### src/hdl/prs_pkg.sv
// constants and types shared by the program register set
package prs_pkg;
    // ------------------------------------------------------------------
    // widths and indices
    // ------------------------------------------------------------------
    localparam int unsigned DATA_W       = 32;
    localparam int unsigned REG_COUNT    = 32;
    localparam int unsigned IDX_W        = 5;
    localparam int unsigned PC_W         = 26;
    localparam int unsigned PC_TOP_LSB   = 26;
    localparam int unsigned SHAMT_W      = 5;
    localparam int unsigned STAGES       = 5;
    localparam int unsigned DADDR_W      = 32;
    localparam int unsigned BITSEL_W     = 3;
    localparam logic [4:0]  ZERO_IDX     = 5'h00;
    localparam logic [4:0]  EBASE_IDX    = 5'h1e;
    localparam logic [31:0] PC_RESET     = 32'h00000000;
    localparam logic [31:0] REG_RESET    = 32'h00000000;
    localparam logic [25:0] PC_STEP      = 26'h0000004;
    localparam logic [25:0] PC_EVEN_MASK = 26'h3fffffe;

    // ------------------------------------------------------------------
    // operation codes
    // ------------------------------------------------------------------
    typedef enum logic [1:0] {
        PRS_BIT_SET    = 2'h0,
        PRS_BIT_CLEAR  = 2'h1,
        PRS_BIT_INVERT = 2'h2,
        PRS_BIT_TEST   = 2'h3
    } prs_bitop_t;

    typedef enum logic [1:0] {
        PRS_SH_LEFT  = 2'h0,
        PRS_SH_RIGHT = 2'h1,
        PRS_SH_ARITH = 2'h2,
        PRS_SH_NONE  = 2'h3
    } prs_shop_t;

    typedef enum logic [1:0] {
        PRS_PC_STEP   = 2'h0,
        PRS_PC_BRANCH = 2'h1,
        PRS_PC_JUMP   = 2'h3,
        PRS_PC_HOLD   = 2'h2
    } prs_pcop_t;

    // ------------------------------------------------------------------
    // shared arithmetic
    // ------------------------------------------------------------------
    // carry out of bit 25 drops off; bit 0 forced clear
    function automatic logic [25:0] pc_wrap(input logic [25:0] a,
                                            input logic [25:0] b);
        logic [25:0] s;
        s = a + b;
        return s & PC_EVEN_MASK;
    endfunction

    function automatic logic [31:0] pc_extend(input logic [25:0] p);
        return {6'h00, p};
    endfunction
endpackage

### src/hdl/prs_shifter.sv
// single-cycle barrel shifter and single-bit operation unit
`timescale 1ns/100ps
module prs_shifter (
    input  wire logic [31:0] sh_data,
    input  wire logic [4:0]  sh_amount,
    input  wire logic [1:0]  sh_op,
    input  wire logic [7:0]  bit_byte,
    input  wire logic [2:0]  bit_sel,
    input  wire logic [1:0]  bit_op,
    output logic      [31:0] sh_result,
    output logic      [7:0]  bit_result,
    output logic             bit_was_zero
);
    // ------------------------------------------------------------------
    // shift
    // ------------------------------------------------------------------
    // pure combinational: any amount costs one cycle
    always_comb begin
        case (prs_pkg::prs_shop_t'(sh_op))
            prs_pkg::PRS_SH_LEFT:  sh_result = sh_data << sh_amount;
            prs_pkg::PRS_SH_RIGHT: sh_result = sh_data >> sh_amount;
            prs_pkg::PRS_SH_ARITH:
                sh_result = $unsigned($signed(sh_data) >>> sh_amount);
            default:               sh_result = sh_data;
        endcase
    end

    // ------------------------------------------------------------------
    // bit operations
    // ------------------------------------------------------------------
    logic [7:0] one_hot;
    assign one_hot      = 8'h01 << bit_sel;
    assign bit_was_zero = ~|(bit_byte & one_hot);

    always_comb begin
        case (prs_pkg::prs_bitop_t'(bit_op))
            prs_pkg::PRS_BIT_SET:    bit_result = bit_byte | one_hot;
            prs_pkg::PRS_BIT_CLEAR:  bit_result = bit_byte & ~one_hot;
            prs_pkg::PRS_BIT_INVERT: bit_result = bit_byte ^ one_hot;
            default:                 bit_result = bit_byte;
        endcase
    end
endmodule // prs_shifter

### src/hdl/prs_pc_unit.sv
// program counter next-value logic
`timescale 1ns/100ps
module prs_pc_unit (
    input  wire logic [25:0] pc_now,
    input  wire logic [1:0]  pc_op,
    input  wire logic [25:0] pc_offset,
    input  wire logic [31:0] pc_target,
    output logic      [25:0] pc_next
);
    // ------------------------------------------------------------------
    // next pc
    // ------------------------------------------------------------------
    always_comb begin
        case (prs_pkg::prs_pcop_t'(pc_op))
            prs_pkg::PRS_PC_STEP:
                pc_next = prs_pkg::pc_wrap(pc_now, prs_pkg::PC_STEP);
            prs_pkg::PRS_PC_BRANCH:
                pc_next = prs_pkg::pc_wrap(pc_now, pc_offset);
            prs_pkg::PRS_PC_JUMP:
                // upper target bits fall outside the 64 MB program space
                pc_next = pc_target[25:0] & prs_pkg::PC_EVEN_MASK;
            default:
                pc_next = pc_now;
        endcase
    end
endmodule // prs_pc_unit

### src/hdl/prs_regset.sv
// program register set: general registers, program counter, shift and bit ops
//
// Functional notes
// - thirty-two 32-bit registers serve as data or address operands.
// - index zero always reads as zero.
// - index thirty supplies the base for short-format load and store.
// - the pc keeps 26 bits and bits 31 to 26 read as zero.
// - a carry out of pc bit 25 is discarded so the pc wraps.
// - pc bit 0 is held at zero so no odd target exists.
// - a five-stage pipeline retires about one instruction per cycle.
// - fetch spans a 64 MB space and data spans a 4 GB space.
// - a full 32-bit shift completes in one cycle for any amount.
// - bit set, clear, invert and test are supported on a target bit.
`timescale 1ns/100ps
module prs_regset (
    input  wire logic        clk,
    input  wire logic        srst,
    input  wire logic        stall,
    input  wire logic [4:0]  rd_a_idx,
    input  wire logic [4:0]  rd_b_idx,
    input  wire logic        wr_en,
    input  wire logic [4:0]  wr_idx,
    input  wire logic [31:0] wr_data,
    input  wire logic        issue_valid,
    input  wire logic        short_format_load,
    input  wire logic        short_format_store,
    input  wire logic [7:0]  short_disp,
    input  wire logic        sh_valid,
    input  wire logic [1:0]  sh_op,
    input  wire logic [4:0]  sh_amount,
    input  wire logic        bit_valid,
    input  wire logic [1:0]  bit_op,
    input  wire logic [2:0]  bit_sel,
    input  wire logic [7:0]  bit_byte,
    input  wire logic [1:0]  pc_op,
    input  wire logic [25:0] pc_offset,
    input  wire logic [31:0] pc_target,
    output logic      [31:0] rd_a_data,
    output logic      [31:0] rd_b_data,
    output logic      [31:0] pc_value,
    output logic      [25:0] fetch_addr,
    output logic      [31:0] short_addr,
    output logic             short_valid,
    output logic      [31:0] sh_result,
    output logic             sh_done,
    output logic      [7:0]  bit_result,
    output logic             bit_zero_flag,
    output logic             bit_done,
    output logic             retire_valid
);
    // ------------------------------------------------------------------
    // state
    // ------------------------------------------------------------------
    typedef struct packed {
        logic [prs_pkg::REG_COUNT-1:0][31:0] regs;
        logic [25:0]                         pc;
        logic [31:0]                         rd_a;
        logic [31:0]                         rd_b;
        logic [31:0]                         saddr;
        logic                                svalid;
        logic [31:0]                         shres;
        logic                                shdone;
        logic [7:0]                          bres;
        logic                                bzero;
        logic                                bdone;
        logic [prs_pkg::STAGES-1:0]          pipe;
    } prs_state_t;

    prs_state_t st_q;
    prs_state_t st_d;

    logic [25:0] pc_next;
    logic [31:0] sh_comb;
    logic [7:0]  bit_comb;
    logic        bit_zero_comb;

    // ------------------------------------------------------------------
    // leaves
    // ------------------------------------------------------------------
    prs_pc_unit u_pc (
        .pc_now    (st_q.pc),
        .pc_op     (pc_op),
        .pc_offset (pc_offset),
        .pc_target (pc_target),
        .pc_next   (pc_next)
    );

    // shift operand comes from port a read in the same cycle
    prs_shifter u_sh (
        .sh_data      (read_reg(st_q.regs, rd_a_idx)),
        .sh_amount    (sh_amount),
        .sh_op        (sh_op),
        .bit_byte     (bit_byte),
        .bit_sel      (bit_sel),
        .bit_op       (bit_op),
        .sh_result    (sh_comb),
        .bit_result   (bit_comb),
        .bit_was_zero (bit_zero_comb)
    );

    // ------------------------------------------------------------------
    // helpers
    // ------------------------------------------------------------------
    // write-through so the pipeline sees a same-cycle result
    function automatic logic [31:0] read_reg(
        input logic [prs_pkg::REG_COUNT-1:0][31:0] r,
        input logic [4:0] idx);
        if (idx == prs_pkg::ZERO_IDX) begin
            return 32'h00000000;
        end
        if (wr_en && wr_idx == idx) begin
            return wr_data;
        end
        return r[idx];
    endfunction

    // ------------------------------------------------------------------
    // next state
    // ------------------------------------------------------------------
    always_comb begin
        st_d = st_q;
        st_d.rd_a = read_reg(st_q.regs, rd_a_idx);
        st_d.rd_b = read_reg(st_q.regs, rd_b_idx);
        if (wr_en && wr_idx != prs_pkg::ZERO_IDX) begin
            st_d.regs[wr_idx] = wr_data;
        end
        st_d.regs[prs_pkg::ZERO_IDX] = prs_pkg::REG_RESET;
        // base is full 32 bits: data space is the whole 4 GB
        st_d.saddr = read_reg(st_q.regs, prs_pkg::EBASE_IDX)
                   + {24'h000000, short_disp};
        st_d.svalid = short_format_load | short_format_store;
        st_d.shdone = sh_valid;
        if (sh_valid) begin
            st_d.shres = sh_comb;
        end
        st_d.bdone = bit_valid;
        if (bit_valid) begin
            st_d.bres  = bit_comb;
            st_d.bzero = bit_zero_comb;
        end
        // stall freezes fetch and the pipe; otherwise one slot per cycle
        if (!stall) begin
            st_d.pc   = pc_next;
            st_d.pipe = {st_q.pipe[prs_pkg::STAGES-2:0], issue_valid};
        end
        st_d.pc = st_d.pc & prs_pkg::PC_EVEN_MASK;
    end

    // ------------------------------------------------------------------
    // registers
    // ------------------------------------------------------------------
    always_ff @(posedge clk) begin
        if (srst) begin
            st_q <= '0;
            st_q.pc <= prs_pkg::PC_RESET[25:0];
        end else begin
            st_q <= st_d;
        end
    end

    // ------------------------------------------------------------------
    // outputs
    // ------------------------------------------------------------------
    assign rd_a_data     = st_q.rd_a;
    assign rd_b_data     = st_q.rd_b;
    assign pc_value      = prs_pkg::pc_extend(st_q.pc);
    assign fetch_addr    = st_q.pc;
    assign short_addr    = st_q.saddr;
    assign short_valid   = st_q.svalid;
    assign sh_result     = st_q.shres;
    assign sh_done       = st_q.shdone;
    assign bit_result    = st_q.bres;
    assign bit_zero_flag = st_q.bzero;
    assign bit_done      = st_q.bdone;
    assign retire_valid  = st_q.pipe[prs_pkg::STAGES-1];
endmodule // prs_regset

### config.mk
export PLATFORM = sky130hd
export DESIGN_NAME = prs_regset
export DESIGN_NICKNAME = d
export VERILOG_FILES = /design/src/hdl/prs_pkg.sv /design/src/hdl/prs_shifter.sv /design/src/hdl/prs_pc_unit.sv /design/src/hdl/prs_regset.sv
export SDC_FILE = /design/constraint.sdc
export NUM_CORES = 2
export LEC_CHECK = 0
export ABC_AREA = 0
export BUFFER_PORTS_ARGS = -buffer_cell sky130_fd_sc_hd__buf_2
export CAP_MARGIN = 20
export CORE_MARGIN = 4
export CORE_UTILIZATION = 30
export CTS_CLUSTER_SIZE = 14
export DETAILED_ROUTE_END_ITERATION = 10
export GPL_TIMING_DRIVEN = 1
export SLEW_MARGIN = 15
export SYNTH_ARGS = -nofsm -noshare
export SYNTH_HDL_FRONTEND = slang
export SYNTH_SLANG_ARGS = --single-unit
### constraint.sdc
create_clock -name clk -period 4.45 [get_ports clk]
set_input_delay 0.2225 -clock clk [delete_from_list [all_inputs] [get_ports clk]]
set_output_delay 0.2225 -clock clk [all_outputs]
set_load 0.05 [all_outputs]
==> metrics.txt <==
# TYPE chip_impl_metric gauge
chip_impl_metric{name="avgSynthCellArea",unit="um^2"} 8.20
chip_impl_metric{name="fp.dieH",unit="um"} 478
chip_impl_info{name="mostFrequentLayoutCell",value="sky130_fd_sc_hd__nand2_1"} 1
chip_impl_metric{name="cellLeakagePower",unit="nW"} 27.4
chip_impl_metric{name="drv_slew",unit=""} 0
chip_impl_metric{name="drc_errors",unit=""} 0
chip_impl_metric{name="synth_cell_types",unit=""} 111
chip_impl_metric{name="global_route.usage.total",unit="%"} 26.2
chip_impl_info{name="most-common-layout-cells",value="sky130_fd_sc_hd__nand2_1, sky130_fd_sc_hd__dfxtp_1, sky130_fd_sc_hd__a21oi_1"} 1
chip_impl_info{name="worst_path_cell_trace",value="mux4_2, a22o_1, a2111oi_0, a2111oi_0, buf_4, a21oi_2, buf_12, mux4_2, o32ai_1, nand2b_1, and3_1, a311o_1, a31o_1"} 1
chip_impl_metric{name="drtAntennaViolNets",unit=""} 0
chip_impl_info{name="worst_path_dominant_cell_family",value="compound AO/OA/AOI/OAI gates"} 1
chip_impl_info{name="outcome",value="finished, final reports clean"} 1
chip_impl_metric{name="worst_ep_arrival_time",unit="ps"} 4870
chip_impl_metric{name="firstDrtPassIters",unit=""} 9
chip_impl_metric{name="drt_initial_violations",unit=""} 10300
chip_impl_metric{name="syn-instance-count",unit=""} 8069
chip_impl_info{name="worstSetupStartpointType",value="flip-flop"} 1
chip_impl_metric{name="dr_total_vias",unit=""} 66600
chip_impl_metric{name="grt_antenna_before_repair",unit=""} 24
chip_impl_metric{name="cts.sink_count",unit=""} 1162
chip_impl_metric{name="worst-path-buf-inv",unit=""} 2
chip_impl_metric{name="final_net_count",unit=""} 8380
chip_impl_info{name="worstHoldPathType",value="in -> reg"} 1
chip_impl_info{name="setup_repair_after_global_routing_missed_its_margin",value="no"} 1
chip_impl_metric{name="cts-root-to-sink-buffers",unit=""} 3
chip_impl_metric{name="postCtsResizedCells",unit=""} 0
chip_impl_metric{name="die_width",unit="um"} 478
chip_impl_metric{name="floorplan.initialDensity",unit="%"} 30.2
chip_impl_metric{name="max_cap_viol_count",unit=""} 0
chip_impl_metric{name="synth_seq_cells",unit=""} 1162
chip_impl_metric{name="whs",unit="ps"} 19.2
chip_impl_metric{name="synth-seq-area-share",unit="%"} 35.1
chip_impl_metric{name="fillCellCount",unit=""} 22500
chip_impl_metric{name="grt_first_pass_wirelength",unit="mm"} 446
chip_impl_metric{name="areaGrowthSynthToFinish",unit="%"} 15.8
chip_impl_metric{name="port_buffer_count",unit=""} 326
chip_impl_metric{name="path_max_fanout",unit=""} 9
chip_impl_metric{name="num_cts_buffers",unit=""} 121
chip_impl_metric{name="postSynth.asyncResetShare",unit="%"} 0
chip_impl_info{name="timing_worst_setup_path_type",value="reg -> reg"} 1
chip_impl_metric{name="vdd_drop_max",unit="mV"} 0.359
chip_impl_metric{name="setup_viol_count_final",unit=""} 0
chip_impl_metric{name="wl_per_cell",unit="um"} 28.3
chip_impl_metric{name="routabilityCongestion",unit=""} 0.999
chip_impl_metric{name="dp_hpwl",unit="mm"} 212
chip_impl_info{name="crit_slowest_cell",value="sky130_fd_sc_hd__a21oi_2"} 1
chip_impl_metric{name="post-cts-setup-buffers",unit=""} 0
chip_impl_metric{name="vias_per_cell",unit=""} 5.96
chip_impl_metric{name="final_min_period_over_clock_period",unit="%"} 94.7
chip_impl_metric{name="tightest_slew",unit="ps"} 1200
chip_impl_metric{name="grt.overflow.total",unit=""} 0
chip_impl_metric{name="max_slew_margin",unit="%"} 20.2
chip_impl_metric{name="finClkSkew",unit="ps"} 78.4
chip_impl_info{name="root_buffer",value="sky130_fd_sc_hd__clkbuf_16"} 1
chip_impl_metric{name="clkSlewWorstSetupHoldPaths",unit="ps"} 70
chip_impl_info{name="tritoncts",value="yes"} 1
chip_impl_metric{name="fin_crit",unit="ps"} 4210
chip_impl_metric{name="core.rowCount",unit=""} 172
chip_impl_metric{name="cp_slowest_stage_delay",unit="ps"} 600
chip_impl_metric{name="timing_hold_violations_final",unit=""} 0
chip_impl_metric{name="ctsHoldBuffers",unit=""} 89
chip_impl_metric{name="core_region_area",unit="um^2"} 220000
chip_impl_metric{name="final_cell_area",unit="um^2"} 76600
chip_impl_metric{name="yosys_warnings",unit=""} 0
chip_impl_metric{name="syn-cell-area",unit="um^2"} 66200
chip_impl_metric{name="htree_num_levels",unit=""} 3
chip_impl_metric{name="post_dp_cell_area",unit="um^2"} 71600
chip_impl_metric{name="critical_path_required_time",unit="ps"} 5110
chip_impl_metric{name="grt_pass1_vias",unit=""} 62000
chip_impl_metric{name="drive_above_1_share",unit="%"} 18.9
chip_impl_metric{name="finalWirelength",unit="mm"} 315
chip_impl_metric{name="power_per_cell_area",unit="nW/um^2"} 332
chip_impl_metric{name="clock.fmax",unit="MHz"} 237
chip_impl_info{name="dominantRegCellSynth",value="sky130_fd_sc_hd__dfxtp_1"} 1
chip_impl_metric{name="die_area",unit="um^2"} 228000
chip_impl_metric{name="ioPinCount",unit=""} 343
chip_impl_metric{name="clkLatencyLatePin",unit="ps"} 820
chip_impl_metric{name="synth_edf_count",unit=""} 0
chip_impl_info{name="worst_setup_path_end_kind",value="flip-flop"} 1
chip_impl_metric{name="maximum_number_of_pins_on_one_net_before_global_route_repair",unit=""} 253
==> Yosys cell counts, drive strengths merged, types with 9 or more instances <==
| master | n | area, um^2 |
|---|---|---|
| nand2 | 2266 | 8510 |
| dfxtp | 1162 | 23300 |
| a21oi | 1131 | 5670 |
| clkbuf | 634 | 2380 |
| mux2i | 439 | 4400 |
| nor2 | 353 | 1330 |
| buf | 341 | 2450 |
| mux4 | 334 | 7520 |
| o21ai | 113 | 566 |
| o22ai | 110 | 688 |
| o211ai | 83 | 623 |
| mux2 | 79 | 893 |
| a22oi | 69 | 553 |
| a22o | 67 | 587 |
| nand3 | 66 | 335 |
| a221oi | 58 | 508 |
| inv | 58 | 220 |
| ha | 57 | 713 |
| a211oi | 50 | 403 |
| nor3 | 49 | 257 |
| nor2b | 38 | 238 |
| nor4 | 37 | 238 |
| xnor2 | 36 | 315 |
| a31oi | 35 | 219 |
| xor2 | 29 | 254 |
| nand2b | 25 | 156 |
| and3 | 21 | 131 |
| o31ai | 20 | 170 |
| a21o | 19 | 143 |
| and2 | 19 | 119 |
| nand3b | 19 | 143 |
| a2111oi | 17 | 163 |
| or3 | 14 | 87.6 |
| o311ai | 13 | 114 |
| nand4 | 12 | 75.1 |
| or2 | 12 | 75.1 |
| a211o | 11 | 96.3 |
| a311oi | 11 | 103 |
| o2111ai | 11 | 103 |
| o32ai | 11 | 96.3 |
| nor3b | 10 | 80.1 |
| o21a | 10 | 75.1 |
| o22a | 10 | 87.6 |
| a221o | 9 | 101 |
| or3b | 9 | 78.8 |
==> where the power goes <==
part / internal (mW) / switching, mW / leakage [nW]
clock network: 5.94 / 4.71 / 1.99
logic: 1.31 / 2.80 / 16.1
registers: 10.6 / 0.143 / 9.39
total: 17.8 / 7.65 / 27.4
==> through the flow <==
stage | instances | util, % | power (mW) | setup slack [ps] | setup TNS, ps
floorplan | 8076 | - | 13.4 | 140 | 0
global placement | 10800 | 32.6 | 14.8 | -313 | -2080
detailed placement | 10800 | 32.6 | 14.8 | -294 | -2080
CTS | 11100 | 34.9 | 25.4 | 158 | 0
global route | 11200 | 34.9 | 26.0 | 102 | 0
finish | 11200 | 34.9 | 25.5 | 236 | 0
==> worst paths after layout <==
| check | from | endpoint | slack (ps) | depth (start not counted) |
|---|---|---|---|---|
| max | st_q[645] | sh_result[5] | 240 | 13 |
| min | short_disp[7] | short_addr[7] | 20 | 4 |
| max reg2reg | st_q[645] | sh_result[5] | 240 | 13 |
| min reg2reg | sh_result[28] | sh_result[28] | 450 | 2 |
==> tightest hold or removal path, cell delays in order <==
cell,delay [ps]
sky130_fd_sc_hd__buf_2,130
sky130_fd_sc_hd__ha_1,200
sky130_fd_sc_hd__xnor2_1,120
sky130_fd_sc_hd__nor2_1,110
==> metal layers <==
layer  share of wire [%]  global-route usage, %  vias to the layer above
met5               0.019                      0                        -
met4                 7.6                   17.4                        8
met3                  14                   7.83                     1107
met2                  42                   38.4                     5088
met1                  37                   33.0                    32100
li1                    -                      -                    28300
==> logic make-up after synthesis <==
family	synth area share, %
and+or+nand+nor	18.1
AOI/OAI and AO/OA	17.7
DFF	35.1
buffers and inverters	7.64
muxes	19.4
xor gates and xnor gates	0.860
adders and majority gates	1.14
other	0.00567
==> flip-flops by register name (all words and copies together), names as in the netlist, 8 cells and up <==
signal / count
rd_a_data: 32
rd_b_data: 32
fetch_addr: 25
short_addr: 32
st_q: 996
bit_result: 8
sh_result: 32
==> final cells by class <==
type / instances / area (um^2) / share of cell area (%)
antenna: 23 / 57.6 / 0.0751
clock buffer: 175 / 3510 / 4.58
clock inverter: 43 / 564 / 0.736
inverter: 59 / 224 / 0.292
multi-input combinational: 5880 / 38200 / 49.8
sequential: 1162 / 23300 / 30.4
tap: 2871 / 3590 / 4.69
timing repair buffer: 953 / 7280 / 9.50
Note: power is estimated with default switching activity, not from simulation.
